## config.mk

```make
export PLATFORM = sky130hd
export DESIGN_NAME = iam_install_comp
export DESIGN_NICKNAME = d
export VERILOG_FILES = /design/src/pkg/iam_pkg.sv /design/src/pkg/iam_cordic_if.sv /design/src/logic/iam_cordic.sv /design/src/logic/iam_mount_map.sv /design/src/logic/iam_install_comp.sv
export SDC_FILE = /design/constraint.sdc
export NUM_CORES = 2
export LEC_CHECK = 0
export ABC_AREA = 1
export BUFFER_PORTS_ARGS = -buffer_cell sky130_fd_sc_hd__buf_2
export CORE_MARGIN = 2
export CORE_UTILIZATION = 55
export DETAILED_ROUTE_END_ITERATION = 8
export GPL_TIMING_DRIVEN = 0
export PLACE_DENSITY_LB_ADDON = 0.15
export SYNTH_ARGS = -nofsm -noshare
export SYNTH_HDL_FRONTEND = slang
export SYNTH_SLANG_ARGS = --single-unit
```

## constraint.sdc

```tcl
create_clock -name sys_clk -period 15.2 [get_ports sys_clk]
set_input_delay 1.52 -clock sys_clk [delete_from_list [all_inputs] [get_ports sys_clk]]
set_output_delay 1.52 -clock sys_clk [all_outputs]
set_load 0.05 [all_outputs]
```

## src/pkg/iam_pkg.sv

```systemverilog
// Constants and types shared by the installation angle compensation block
// What this block does
// - Reading the level capture trigger entry always returns the value No.
// - Writing Yes to the level capture trigger updates both initial pitch and roll offsets.
// - Initial pitch and roll offsets accept direct host writes as well as capture results.
// - Initial pitch and roll offsets rotate accelerations from the unit frame to the machine frame.
// - Frame rotation angles re-orient the unit frame as Euler angles in yaw, pitch, roll order.
// - Frame rotation angles anywhere in the signed half-turn range are accepted and used.
// - A true vertical mount select re-maps the unit frame for a vertically mounted unit.
package iam_pkg;

  // ==========================================================================
  // Widths and object dictionary indices
  localparam int          VW                 = 22;
  localparam logic [15:0] IDX_INIT_PITCH     = 16'h2200;
  localparam logic [15:0] IDX_INIT_ROLL      = 16'h2210;
  localparam logic [15:0] IDX_VERTICAL_MOUNT = 16'h2220;
  localparam logic [15:0] IDX_ROT_YAW        = 16'h2230;
  localparam logic [15:0] IDX_ROT_PITCH      = 16'h2240;
  localparam logic [15:0] IDX_ROT_ROLL       = 16'h2250;
  localparam logic [15:0] IDX_LEVEL_CAPTURE  = 16'h2300;
  localparam logic [7:0]  SUBIDX_VALUE       = 8'h00;

  // ==========================================================================
  // Reset values and command codes
  localparam logic [31:0] RST_ANGLE  = 32'h0000_0000;
  localparam logic [7:0]  RST_BYTE   = 8'h00;
  localparam logic [7:0]  LEVEL_NO   = 8'h00;
  localparam logic [7:0]  LEVEL_YES  = 8'h01;

  // ==========================================================================
  // Angle arithmetic, degrees in signed Q16.16
  localparam logic signed [31:0] DEG90     = 32'sh005a_0000;
  localparam logic signed [31:0] DEG180    = 32'sh00b4_0000;
  localparam logic signed [31:0] HALF_LSB  = 32'sh0000_8000;
  localparam logic [16:0]        KGAIN     = 17'h09b75;
  localparam logic [3:0]         LAST_ITER = 4'hf;
  localparam logic signed [31:0] ATAN [16] = '{
    32'sh002d0000, 32'sh001a90a7, 32'sh000e0947, 32'sh00072001,
    32'sh0003938b, 32'sh0001ca38, 32'sh0000e52a, 32'sh00007297,
    32'sh0000394c, 32'sh00001ca6, 32'sh00000e53, 32'sh00000729,
    32'sh00000395, 32'sh000001ca, 32'sh000000e5, 32'sh00000073};

  typedef enum logic [6:0] {
    S_IDLE  = 7'b000_0001,
    S_ISSUE = 7'b000_0010,
    S_WAIT  = 7'b000_0100,
    S_CAPR  = 7'b000_1000,
    S_CAPP  = 7'b001_0000,
    S_STORE = 7'b010_0000,
    S_OUT   = 7'b100_0000
  } iam_state_t;

endpackage : iam_pkg

```

## src/pkg/iam_cordic_if.sv

```systemverilog
// Request and answer bundle between the sequencer and the CORDIC engine
`timescale 1ns/1ps
`default_nettype none
interface iam_cordic_if;
  import iam_pkg::*;
  logic                 start;
  logic                 vec;
  logic signed [VW-1:0] xi;
  logic signed [VW-1:0] yi;
  logic signed [31:0]   zi;
  logic                 done;
  logic signed [VW-1:0] xo;
  logic signed [VW-1:0] yo;
  logic signed [31:0]   zo;
  modport engine (input start, vec, xi, yi, zi, output done, xo, yo, zo);
  modport client (output start, vec, xi, yi, zi, input done, xo, yo, zo);
endinterface : iam_cordic_if
`default_nettype wire

```

## src/logic/iam_cordic.sv

```systemverilog
// Iterative CORDIC for vector rotation and angle extraction
`timescale 1ns/1ps
`default_nettype none
module iam_cordic import iam_pkg::*; (
  input wire logic     sys_clk,
  input wire logic     reset_n,
  iam_cordic_if.engine cif
);

  // Guard bits keep the truncation error of chained passes to a few LSB
  localparam int        GB = 4;
  logic                 busy;
  logic                 fin;
  logic                 vmode;
  logic [3:0]           iter;
  logic signed [VW-1:0] x;
  logic signed [VW-1:0] y;
  logic signed [31:0]   z;
  logic signed [VW-1:0] xs;
  logic signed [VW-1:0] ys;
  logic                 cw;
  logic signed [VW+16:0] px;
  logic signed [VW+16:0] py;

  assign xs = x >>> iter;
  assign ys = y >>> iter;
  assign cw = vmode ? ~y[VW-1] : z[31];
  // Gain is removed once at the end, so every answer is unit-gain
  assign px = x * $signed({1'b0, KGAIN});
  assign py = y * $signed({1'b0, KGAIN});

  // ==========================================================================
  // Iterations; quadrant folding keeps the full half-turn range usable
  always_ff @(posedge sys_clk or negedge reset_n) begin
    if (!reset_n) begin
      busy  <= 1'b0;
      vmode <= 1'b0;
      iter  <= 4'h0;
      x     <= '0;
      y     <= '0;
      z     <= '0;
    end else if (cif.start && !busy && !fin && !cif.done) begin
      // Start is a level in the capture steps; answer cycles must not relaunch
      busy  <= 1'b1;
      vmode <= cif.vec;
      iter  <= 4'h0;
      if (cif.vec && cif.xi < 0) begin
        x <= -(cif.xi <<< GB);
        y <= -(cif.yi <<< GB);
        z <= cif.yi[VW-1] ? -DEG180 : DEG180;
      end else if (cif.vec) begin
        x <= cif.xi <<< GB;
        y <= cif.yi <<< GB;
        z <= '0;
      end else if (cif.zi > DEG90 || cif.zi < -DEG90) begin
        x <= -(cif.xi <<< GB);
        y <= -(cif.yi <<< GB);
        z <= cif.zi[31] ? cif.zi + DEG180 : cif.zi - DEG180;
      end else begin
        x <= cif.xi <<< GB;
        y <= cif.yi <<< GB;
        z <= cif.zi;
      end
    end else if (busy) begin
      if (cw) begin
        x <= x + ys;
        y <= y - xs;
        z <= z + ATAN[iter];
      end else begin
        x <= x - ys;
        y <= y + xs;
        z <= z - ATAN[iter];
      end
      iter <= iter + 4'h1;
      if (iter == LAST_ITER) begin
        busy <= 1'b0;
      end
    end
  end

  // ==========================================================================
  // Answer
  always_ff @(posedge sys_clk or negedge reset_n) begin
    if (!reset_n) begin
      fin    <= 1'b0;
      cif.done <= 1'b0;
      cif.xo <= '0;
      cif.yo <= '0;
      cif.zo <= '0;
    end else begin
      fin      <= busy && iter == LAST_ITER;
      cif.done <= fin;
      if (fin) begin
        cif.xo <= VW'(px >>> (16 + GB));
        cif.yo <= VW'(py >>> (16 + GB));
        cif.zo <= z;
      end
    end
  end

endmodule : iam_cordic
`default_nettype wire

```

## src/logic/iam_mount_map.sv

```systemverilog
// Sample register with horizontal or vertical mount axis mapping
`timescale 1ns/1ps
`default_nettype none
module iam_mount_map import iam_pkg::*; (
  input  wire logic               sys_clk,
  input  wire logic               reset_n,
  input  wire logic               vertical,
  input  wire logic               in_valid,
  input  wire logic signed [15:0] in_x,
  input  wire logic signed [15:0] in_y,
  input  wire logic signed [15:0] in_z,
  output logic                    out_valid,
  output logic signed [VW-1:0]    out_x,
  output logic signed [VW-1:0]    out_y,
  output logic signed [VW-1:0]    out_z
);

  always_ff @(posedge sys_clk or negedge reset_n) begin
    if (!reset_n) begin
      out_valid <= 1'b0;
      out_x     <= '0;
      out_y     <= '0;
      out_z     <= '0;
    end else begin
      out_valid <= in_valid;
      if (in_valid && vertical) begin
        // Yaw then pitch of a quarter turn is a cyclic axis swap
        out_x <= VW'(in_y);
        out_y <= VW'(in_z);
        out_z <= VW'(in_x);
      end else if (in_valid) begin
        out_x <= VW'(in_x);
        out_y <= VW'(in_y);
        out_z <= VW'(in_z);
      end
    end
  end

endmodule : iam_mount_map
`default_nettype wire

```

## src/logic/iam_install_comp.sv

```systemverilog
// Installation angle compensation: dictionary entries and frame sequencer
`timescale 1ns/1ps
`default_nettype none
module iam_install_comp import iam_pkg::*; (
  input  wire logic               sys_clk,
  input  wire logic               reset_n,
  input  wire logic [15:0]        od_index,
  input  wire logic [7:0]         od_subindex,
  input  wire logic               od_write,
  input  wire logic               od_read,
  input  wire logic [31:0]        od_wdata,
  output logic [31:0]             od_rdata,
  output logic                    od_rvalid,
  input  wire logic               accel_valid,
  input  wire logic signed [15:0] accel_x,
  input  wire logic signed [15:0] accel_y,
  input  wire logic signed [15:0] accel_z,
  output logic                    machine_valid,
  output logic signed [VW-1:0]    machine_x,
  output logic signed [VW-1:0]    machine_y,
  output logic signed [VW-1:0]    machine_z,
  output logic                    capture_busy
);

  // ==========================================================================
  // Declarations
  iam_state_t           state;
  logic [2:0]           step;
  logic [31:0]          initial_pitch_offset;
  logic [7:0]           initial_roll_offset;
  logic [7:0]           vertical_mount_select;
  logic [31:0]          frame_rotation_yaw;
  logic [31:0]          frame_rotation_pitch;
  logic [31:0]          frame_rotation_roll;
  logic                 wr_sel;
  logic                 rd_sel;
  logic                 cap_set;
  logic                 cap_store;
  logic signed [VW-1:0] vx;
  logic signed [VW-1:0] vy;
  logic signed [VW-1:0] vz;
  logic signed [VW-1:0] mag;
  logic signed [31:0]   roll_cap;
  logic signed [31:0]   pitch_cap;
  logic signed [31:0]   roll_round;
  logic signed [31:0]   roll_q16;
  logic                 map_valid;
  logic signed [VW-1:0] map_x;
  logic signed [VW-1:0] map_y;
  logic signed [VW-1:0] map_z;

  iam_cordic_if cif ();

  // ==========================================================================
  // Leaf instances
  iam_cordic u_cordic (
    .sys_clk (sys_clk),
    .reset_n (reset_n),
    .cif     (cif.engine)
  );

  iam_mount_map u_mount_map (
    .sys_clk   (sys_clk),
    .reset_n   (reset_n),
    .vertical  (|vertical_mount_select),
    .in_valid  (accel_valid),
    .in_x      (accel_x),
    .in_y      (accel_y),
    .in_z      (accel_z),
    .out_valid (map_valid),
    .out_x     (map_x),
    .out_y     (map_y),
    .out_z     (map_z)
  );

  // ==========================================================================
  // Dictionary access decode
  assign wr_sel    = od_write && od_subindex == SUBIDX_VALUE;
  assign rd_sel    = od_read && od_subindex == SUBIDX_VALUE;
  assign cap_set   = wr_sel && od_index == IDX_LEVEL_CAPTURE && od_wdata[7:0] == LEVEL_YES;
  assign cap_store = state == S_STORE;
  // Roll entry is one byte of whole degrees, so the capture is rounded
  assign roll_round = (roll_cap + HALF_LSB) >>> 16;
  assign roll_q16   = {{8{initial_roll_offset[7]}}, initial_roll_offset, 16'h0000};

  // ==========================================================================
  // Configuration entries
  always_ff @(posedge sys_clk or negedge reset_n) begin
    if (!reset_n) begin
      initial_pitch_offset  <= RST_ANGLE;
      initial_roll_offset   <= RST_BYTE;
      vertical_mount_select <= RST_BYTE;
      frame_rotation_yaw    <= RST_ANGLE;
      frame_rotation_pitch  <= RST_ANGLE;
      frame_rotation_roll   <= RST_ANGLE;
    end else begin
      if (wr_sel) begin
        case (od_index)
          IDX_INIT_PITCH: begin
            initial_pitch_offset <= od_wdata;
          end
          IDX_INIT_ROLL: begin
            initial_roll_offset <= od_wdata[7:0];
          end
          IDX_VERTICAL_MOUNT: begin
            vertical_mount_select <= od_wdata[7:0];
          end
          IDX_ROT_YAW: begin
            frame_rotation_yaw <= od_wdata;
          end
          IDX_ROT_PITCH: begin
            frame_rotation_pitch <= od_wdata;
          end
          IDX_ROT_ROLL: begin
            frame_rotation_roll <= od_wdata;
          end
          default: begin
          end
        endcase
      end
      // Only offset writes in the store cycle are lost; capture wins
      if (cap_store) begin
        initial_pitch_offset <= pitch_cap;
        initial_roll_offset  <= roll_round[7:0];
      end
    end
  end

  // ==========================================================================
  // Capture request; a new Yes in the clearing cycle keeps it pending
  always_ff @(posedge sys_clk or negedge reset_n) begin
    if (!reset_n) begin
      capture_busy <= 1'b0;
    end else if (cap_set) begin
      capture_busy <= 1'b1;
    end else if (cap_store) begin
      capture_busy <= 1'b0;
    end
  end

  // ==========================================================================
  // Read answers, one cycle after the strobe
  always_ff @(posedge sys_clk or negedge reset_n) begin
    if (!reset_n) begin
      od_rvalid <= 1'b0;
      od_rdata  <= '0;
    end else begin
      od_rvalid <= od_read;
      if (od_read) begin
        od_rdata <= '0;
        if (rd_sel) begin
          case (od_index)
            IDX_INIT_PITCH: begin
              od_rdata <= initial_pitch_offset;
            end
            IDX_INIT_ROLL: begin
              od_rdata <= {24'h00_0000, initial_roll_offset};
            end
            IDX_VERTICAL_MOUNT: begin
              od_rdata <= {24'h00_0000, vertical_mount_select};
            end
            IDX_ROT_YAW: begin
              od_rdata <= frame_rotation_yaw;
            end
            IDX_ROT_PITCH: begin
              od_rdata <= frame_rotation_pitch;
            end
            IDX_ROT_ROLL: begin
              od_rdata <= frame_rotation_roll;
            end
            IDX_LEVEL_CAPTURE: begin
              od_rdata <= {24'h00_0000, LEVEL_NO};
            end
            default: begin
              od_rdata <= '0;
            end
          endcase
        end
      end
    end
  end

  // ==========================================================================
  // Engine request per step: a frame change turns the vector the other way
  always_comb begin
    cif.start = state == S_ISSUE || state == S_CAPR || state == S_CAPP;
    cif.vec   = state != S_ISSUE;
    cif.xi    = vz;
    cif.yi    = vy;
    cif.zi    = '0;
    case (state)
      S_CAPR: begin
        cif.xi = vz;
        cif.yi = vy;
      end
      S_CAPP: begin
        cif.xi = mag;
        cif.yi = vx;
      end
      default: begin
        case (step)
          3'd0: begin
            cif.xi = vx;
            cif.yi = vy;
            cif.zi = -frame_rotation_yaw;
          end
          3'd1: begin
            cif.xi = vz;
            cif.yi = vx;
            cif.zi = -frame_rotation_pitch;
          end
          3'd2: begin
            cif.zi = -frame_rotation_roll;
          end
          3'd3: begin
            cif.zi = -roll_q16;
          end
          default: begin
            cif.xi = vz;
            cif.yi = vx;
            cif.zi = -initial_pitch_offset;
          end
        endcase
      end
    endcase
  end

  // ==========================================================================
  // Sequencer: mount map, frame rotation, optional capture, then offsets
  always_ff @(posedge sys_clk or negedge reset_n) begin
    if (!reset_n) begin
      state     <= S_IDLE;
      step      <= 3'd0;
      vx        <= '0;
      vy        <= '0;
      vz        <= '0;
      mag       <= '0;
      roll_cap  <= '0;
      pitch_cap <= '0;
    end else begin
      case (state)
        S_IDLE: begin
          // Samples arriving while busy are dropped, not queued
          if (map_valid) begin
            vx    <= map_x;
            vy    <= map_y;
            vz    <= map_z;
            step  <= 3'd0;
            state <= S_ISSUE;
          end
        end
        S_ISSUE: begin
          state <= S_WAIT;
        end
        S_WAIT: begin
          if (cif.done) begin
            case (step)
              3'd0: begin
                vx <= cif.xo;
                vy <= cif.yo;
              end
              3'd1, 3'd4: begin
                vz <= cif.xo;
                vx <= cif.yo;
              end
              default: begin
                vz <= cif.xo;
                vy <= cif.yo;
              end
            endcase
            step <= step + 3'd1;
            if (step == 3'd2 && capture_busy) begin
              state <= S_CAPR;
            end else if (step == 3'd4) begin
              state <= S_OUT;
            end else begin
              state <= S_ISSUE;
            end
          end
        end
        S_CAPR: begin
          if (cif.done) begin
            roll_cap <= cif.zo;
            mag      <= cif.xo;
            state    <= S_CAPP;
          end
        end
        S_CAPP: begin
          if (cif.done) begin
            pitch_cap <= cif.zo;
            state     <= S_STORE;
          end
        end
        S_STORE: begin
          state <= S_ISSUE;
        end
        S_OUT: begin
          state <= S_IDLE;
        end
        default: begin
          state <= S_IDLE;
        end
      endcase
    end
  end

  // ==========================================================================
  // Machine frame result
  always_ff @(posedge sys_clk or negedge reset_n) begin
    if (!reset_n) begin
      machine_valid <= 1'b0;
      machine_x     <= '0;
      machine_y     <= '0;
      machine_z     <= '0;
    end else begin
      machine_valid <= state == S_OUT;
      if (state == S_OUT) begin
        machine_x <= vx;
        machine_y <= vy;
        machine_z <= vz;
      end
    end
  end

endmodule : iam_install_comp
`default_nettype wire

```

Word level (Yosys, flattened, before mapping). Memories as Yosys holds them, arrays and structs flattened. Cells that the tools add are included. W data, S select, Z words.

Register bits after elaboration: 617. Latch bits: 0. Memory bits (writable): 0. ROM bits: 512. Input bits: 109. Output and inout bits: 101. Logic and storage cells: 208. Memories kept: 1.

$add $sub $neg: 18. $mul: 2. Div/mod/pow operators: 0. Order comparisons: 4. Eq/ne operators: 28. Shift-type cells: 2. Multiplexer cells: 72. Bitwise operators: 2. Reductions and logical operators: 43.

Memories: (name not given) (words 16, width 32, read ports 1, clocked after memory_dff 0, write ports 0, line iam_cordic.sv:68) `z <= z + ATAN[iter];`.

Operators by type and width (number): $mux W22 (28); $mux W32 (15); $pmux W22 S2 (6); $pmux W32 S6 (1); $neg A32 Y32 (4); $pmux W32 S4 (1); $eq A16 B14 Y1 const B (7); $mul A22 B17 Y39 const B (2); $add A22 B22 Y22 (2); $neg A22 Y22 (2); $sshr A22 B4 Y22 (2); $sub A22 B22 Y22 (2); $mux W7 (6); $pmux W7 S6 (1); $add A32 B25 Y32 const B (1); $add A32 B32 Y32 (1); $gt A32 B24 Y1 const B (1); $lt A32 B24 Y1 const B (1); $neg A24 Y32 (1); $sub A32 B25 Y32 const B (1); $sub A32 B32 Y32 (1); $add A24 B17 Y24 const B (1); $mux W8 (3); $lt A22 B1 Y1 const B (1); 37 further kinds (80).

Depth between registers and ports, before layout.
Depth in word-level cells: 9. Mapped depth: 35. Mapped depth without buffers: 34.

Modules after synthesis. Synthesis repeated with hierarchy kept, for this count alone.

Cells, all modules: 7850. Area, all modules: 55821.0 µm².

By module, submodules not included: iam_cordic (instances 1, cells each 4267, area an instance 31240.0 µm², seq. area each 3853.7 µm²); iam_install_comp (instances 1, cells each 3206, area an instance 21971.1 µm², seq. area each 9610.5 µm²); iam_mount_map (instances 1, cells each 377, area an instance 2610.0 µm², seq. area each 1226.2 µm²).

Least setup slack after synthesis. OpenSTA, ideal clock, no wires.

Path kind: register -> register. From: reg u_cordic.x[21]. To: reg u_cordic.cif.xo[16]. Library setup time: 0.133 ns. Arrival: 5.262 ns. Data required time: 15.067 ns. Path slack: 9.805 ns. Cell stages (with the launch flop): 21. Path buffers: 0. Period minus slack after synthesis: 5.395 ns. Path through: dfrtp_1 > ha_1 > fa_1 > inv_1 > fa_1 > fa_1 > fa_1 > inv_1 > fa_1 > inv_1 > ha_1 > a21oi_1 > inv_1 > a31oi_1 > o221ai_1 > o21bai_1 > a21oi_1 > o21ai_0 > or2_2 > nand3_1 > o21ai_0.

Cells in the longest elaborated chain, start to end: 1.

RTL lines: from (decl) (line iam_cordic.sv:16) `logic signed [VW-1:0] x;`; from (signal assigned) (line iam_cordic.sv:48) `x <= -(cif.xi <<< GB);`; from (signal assigned) (line iam_cordic.sv:52) `x <= cif.xi <<< GB;`; from (signal assigned) (line iam_cordic.sv:56) `x <= -(cif.xi <<< GB);`; $mul A22 B17 Y39 (line iam_cordic.sv:29) `assign px = x * $signed({1'b0, KGAIN});`; to (signal assigned) (line iam_cordic.sv:94) `cif.xo <= VW'(px >>> (16 + GB));`; to (decl) (line iam_cordic_if.sv:15) `modport engine (input start, vec, xi, yi, zi, output done, xo, yo, zo);`.

No other way between the ends. A chain may end at the register's enable or synchronous reset.

Worst setup path in the final report.
From: reg u_cordic.x[7]. To: reg u_cordic.cif.xo[18] (netlist name).

Cells in the longest elaborated chain, start to end: 1.

RTL lines (line): $mul A22 B17 Y39 (iam_cordic.sv:29).

No other way between the ends.

==> flow_summary.toml <==
[logic_synthesis]
synth.yosys.seq_area_share_pct = 26.3
synth_commonest_cells = "nand2_1 (1472), inv_1 (1246), o21ai_0 (777)"
synth_edf_count = 0
post-synth-top-count-cell = "nand2_1"
yosys-top-cells-area = "dfrtp_1 (26%), fa_1 (11%), ha_1 (11%), nand2_1 (10%), inv_1 (8.7%)"
synth_flop_cell = "dfrtp_1"
ys_ff_latch = 566
synth_cell_types = 67
syn_inst = 7389
syn_area_mm2 = 0.0538
yosys_warnings = 0
async_flop_share_pct = 100
syn_avg_cell_area_um2 = 7.29
synth_top_area_share_pct = 26.3
syn-num-nets = 8275
synth_top_cell_by_area = "dfrtp_1"

[setup_path]
endpoint_kind = "flop"
r2r_cells = 25
path_class = "reg2reg"
r2r_slack_ns = 7.81
cp-endpoint = "u_cordic.cif.xo[18]"
r2r-end = "u_cordic.cif.xo[18]"
worstPathArrival_ns = 7.85
required_ns = 15.66
crit_fanout = 12
start_kind = "flop"
reg2reg_from = "u_cordic.x[7]"
worstSetupStartpoint = "u_cordic.x[7]"

[worst_hold_path]
hp-class = "reg2reg"
holdPathStages = 0

[clocking]
cts_made_buffers = 68
cts_resized = 0
clock_latency_ns = 0.65
clockBufferDepth = 3
cts_tree = "yes"
hold_buffers = 0
clk_pin_slew_worst_paths_ns = 0.07
cts.sinks = 566
ctsRootBufferMaster = "clkbuf_16"
postCtsSetupBuffers = 0
cts_max_level = 3

[sta]
finalHoldViolCount = 0
slew_headroom_pct = 17.1
fin_setup_tns_ns = 0
fmax_mhz = 135
fin_crit_ns = 7.39
setup_viol = 0
maxSlewViolCount = 0
finalCritPeriodShare_pct = 48.6
tightest_slew_ns = 1.21
layout_setup_ws_ns = 7.81
finClkSkew_ns = 0.0347
rsz0062_at_grt = "no"
hold_ws_ns = 0.488

[cells_and_area]
area_growth_pct = 9.44
final_nets = 8560
seqCellArea_mm2 = 0.0142
multi_input_area_mm2 = 0.0337
nFillCells = 9208
drive_gt1_share_pct = 6.95
final_area_mm2 = 0.0589

[global_route]
track_usage_pct = 41.1
globalRoute.totalOverflow = 0
grt_max_degree = 114
antenna_found_initial = 4
grt_pass1_vias = 51100
grt_pass1_wl_mm = 310

[floorplan]
core_region_area_mm2 = 0.0969
initial_core_util_pct = 55.6
fp.dieArea_mm2 = 0.100
row_count = 114
pin_count = 210
die_x_um = 317
die-height_um = 317

[placement]
gp_congestion = 1.03
dpl_cell_area_mm2 = 0.0567
hpwl_mm = 168
pre_cts_slack_ns = 8.09
port_buffers = 209

[drt]
drt-wirelength-per-cell_um = 22.9
firstDrtPassIters = 7
via_per_inst = 5.87
routed_wl_mm = 206
drtIter0Drc = 5417
drtAntennaViolNets = 0
via_count = 52900
drc = 0

[status]
status = "finished clean"

[run]
maxCapViolCount = 0
-- worst min-delay path by stage --
stage	start	to
2_1_floorplan	u_cordic.fin	u_cordic.cif.done
3_3_place_gp	u_cordic.fin	u_cordic.cif.done
3_5_place_dp	u_cordic.fin	u_cordic.cif.done
4_1_cts	u_cordic.fin	u_cordic.cif.done
5_1_grt	u_cordic.fin	u_cordic.cif.done
6_report	u_cordic.fin	u_cordic.cif.done
-- metrics by stage --
step | utilization, % | std cells
2_1_floorplan | - | 7389
3_5_place_dp | 58.5 | 8880
6_report | 60.8 | 9005
4_1_cts | 60.8 | 9004
3_3_place_gp | 58.3 | 8874
5_1_grt | 60.8 | 9005
-- layer usage --
layer	GRT usage (%)	share of wire, %
met5	0	0.016
met4	29.2	8.3
met3	6.47	7.7
met2	64.6	45
met1	51.8	39
-- registers in the layout, summed over array words and instances (netlist names), 9 cells and up --
| signal | cells |
|---|---|
| frame_rotation_pitch | 32 |
| frame_rotation_roll | 32 |
| frame_rotation_yaw | 32 |
| initial_pitch_offset | 32 |
| machine_x | 19 |
| machine_y | 19 |
| machine_z | 19 |
| mag | 19 |
| od_rdata | 32 |
| pitch_cap | 32 |
| roll_cap | 9 |
| u_cordic.cif.xo | 19 |
| u_cordic.cif.yo | 19 |
| u_cordic.cif.zo | 32 |
| u_cordic.x | 22 |
| u_cordic.y | 22 |
| u_cordic.z | 32 |
| u_mount_map.out_x | 16 |
| u_mount_map.out_y | 16 |
| u_mount_map.out_z | 16 |
| vx | 19 |
| vy | 19 |
| vz | 19 |
-- worst max-delay path: stages (launching register included) --
cell	delay, ns
dfrtp_1	0.98
ha_1	0.44
xor2_1	0.18
ha_1	0.31
inv_1	0.06
fa_1	0.49
inv_1	0.05
fa_1	0.50
fa_1	0.49
inv_1	0.05
fa_1	0.48
inv_1	0.04
ha_1	0.31
nand2_1	0.15
nor2_1	0.21
nand4_1	0.27
nor4_1	0.24
a21oi_1	0.27
o21bai_1	0.37
a21oi_1	0.19
o21ai_0	0.30
nand2_1	0.15
a21oi_1	0.24
nand2_1	0.21
nand3_1	0.16
o21ai_0	0.09
-- layout make-up --
cell class | count | area share (%)
Antenna cell | 1 | 0.00425
Timing Repair Buffer | 215 | 2.07
Multi-Input combinational cell | 5291 | 57.3
Sequential cell | 566 | 24.0
Clock inverter | 34 | 0.607
Tap cell | 1276 | 2.71
Buffer | 261 | 1.96
Clock buffer | 90 | 3.23
Inverter | 1271 | 8.10
-- placed cells by master (no fill, tap or decap), types with 101 or more instances in the layout --
cell type and instances:
nor2_1 611, o21ai_0 777, ha_1 469, fa_1 308
inv_1 1246, nand3_1 433, buf_2 243, nand2_1 1472
dfrtp_1 565, o22ai_1 108, a21oi_1 427, xor2_1 101
clkbuf_1 181
-- logic make-up after synthesis --
| family | after synthesis | synth area share (%) |
|---|---|---|
| simple gates | 2799 | 21.9 |
| flops | 566 | 26.3 |
| mux | 3 | 0.0558 |
| buf+inv | 1532 | 11.0 |
| compound gates | 1561 | 15.9 |
| xor+xnor | 151 | 2.46 |
| fa+ha+maj | 777 | 22.4 |
Power is not shown: default switching activity piles up to over one toggle a cycle in this logic, so the estimate is an artifact.
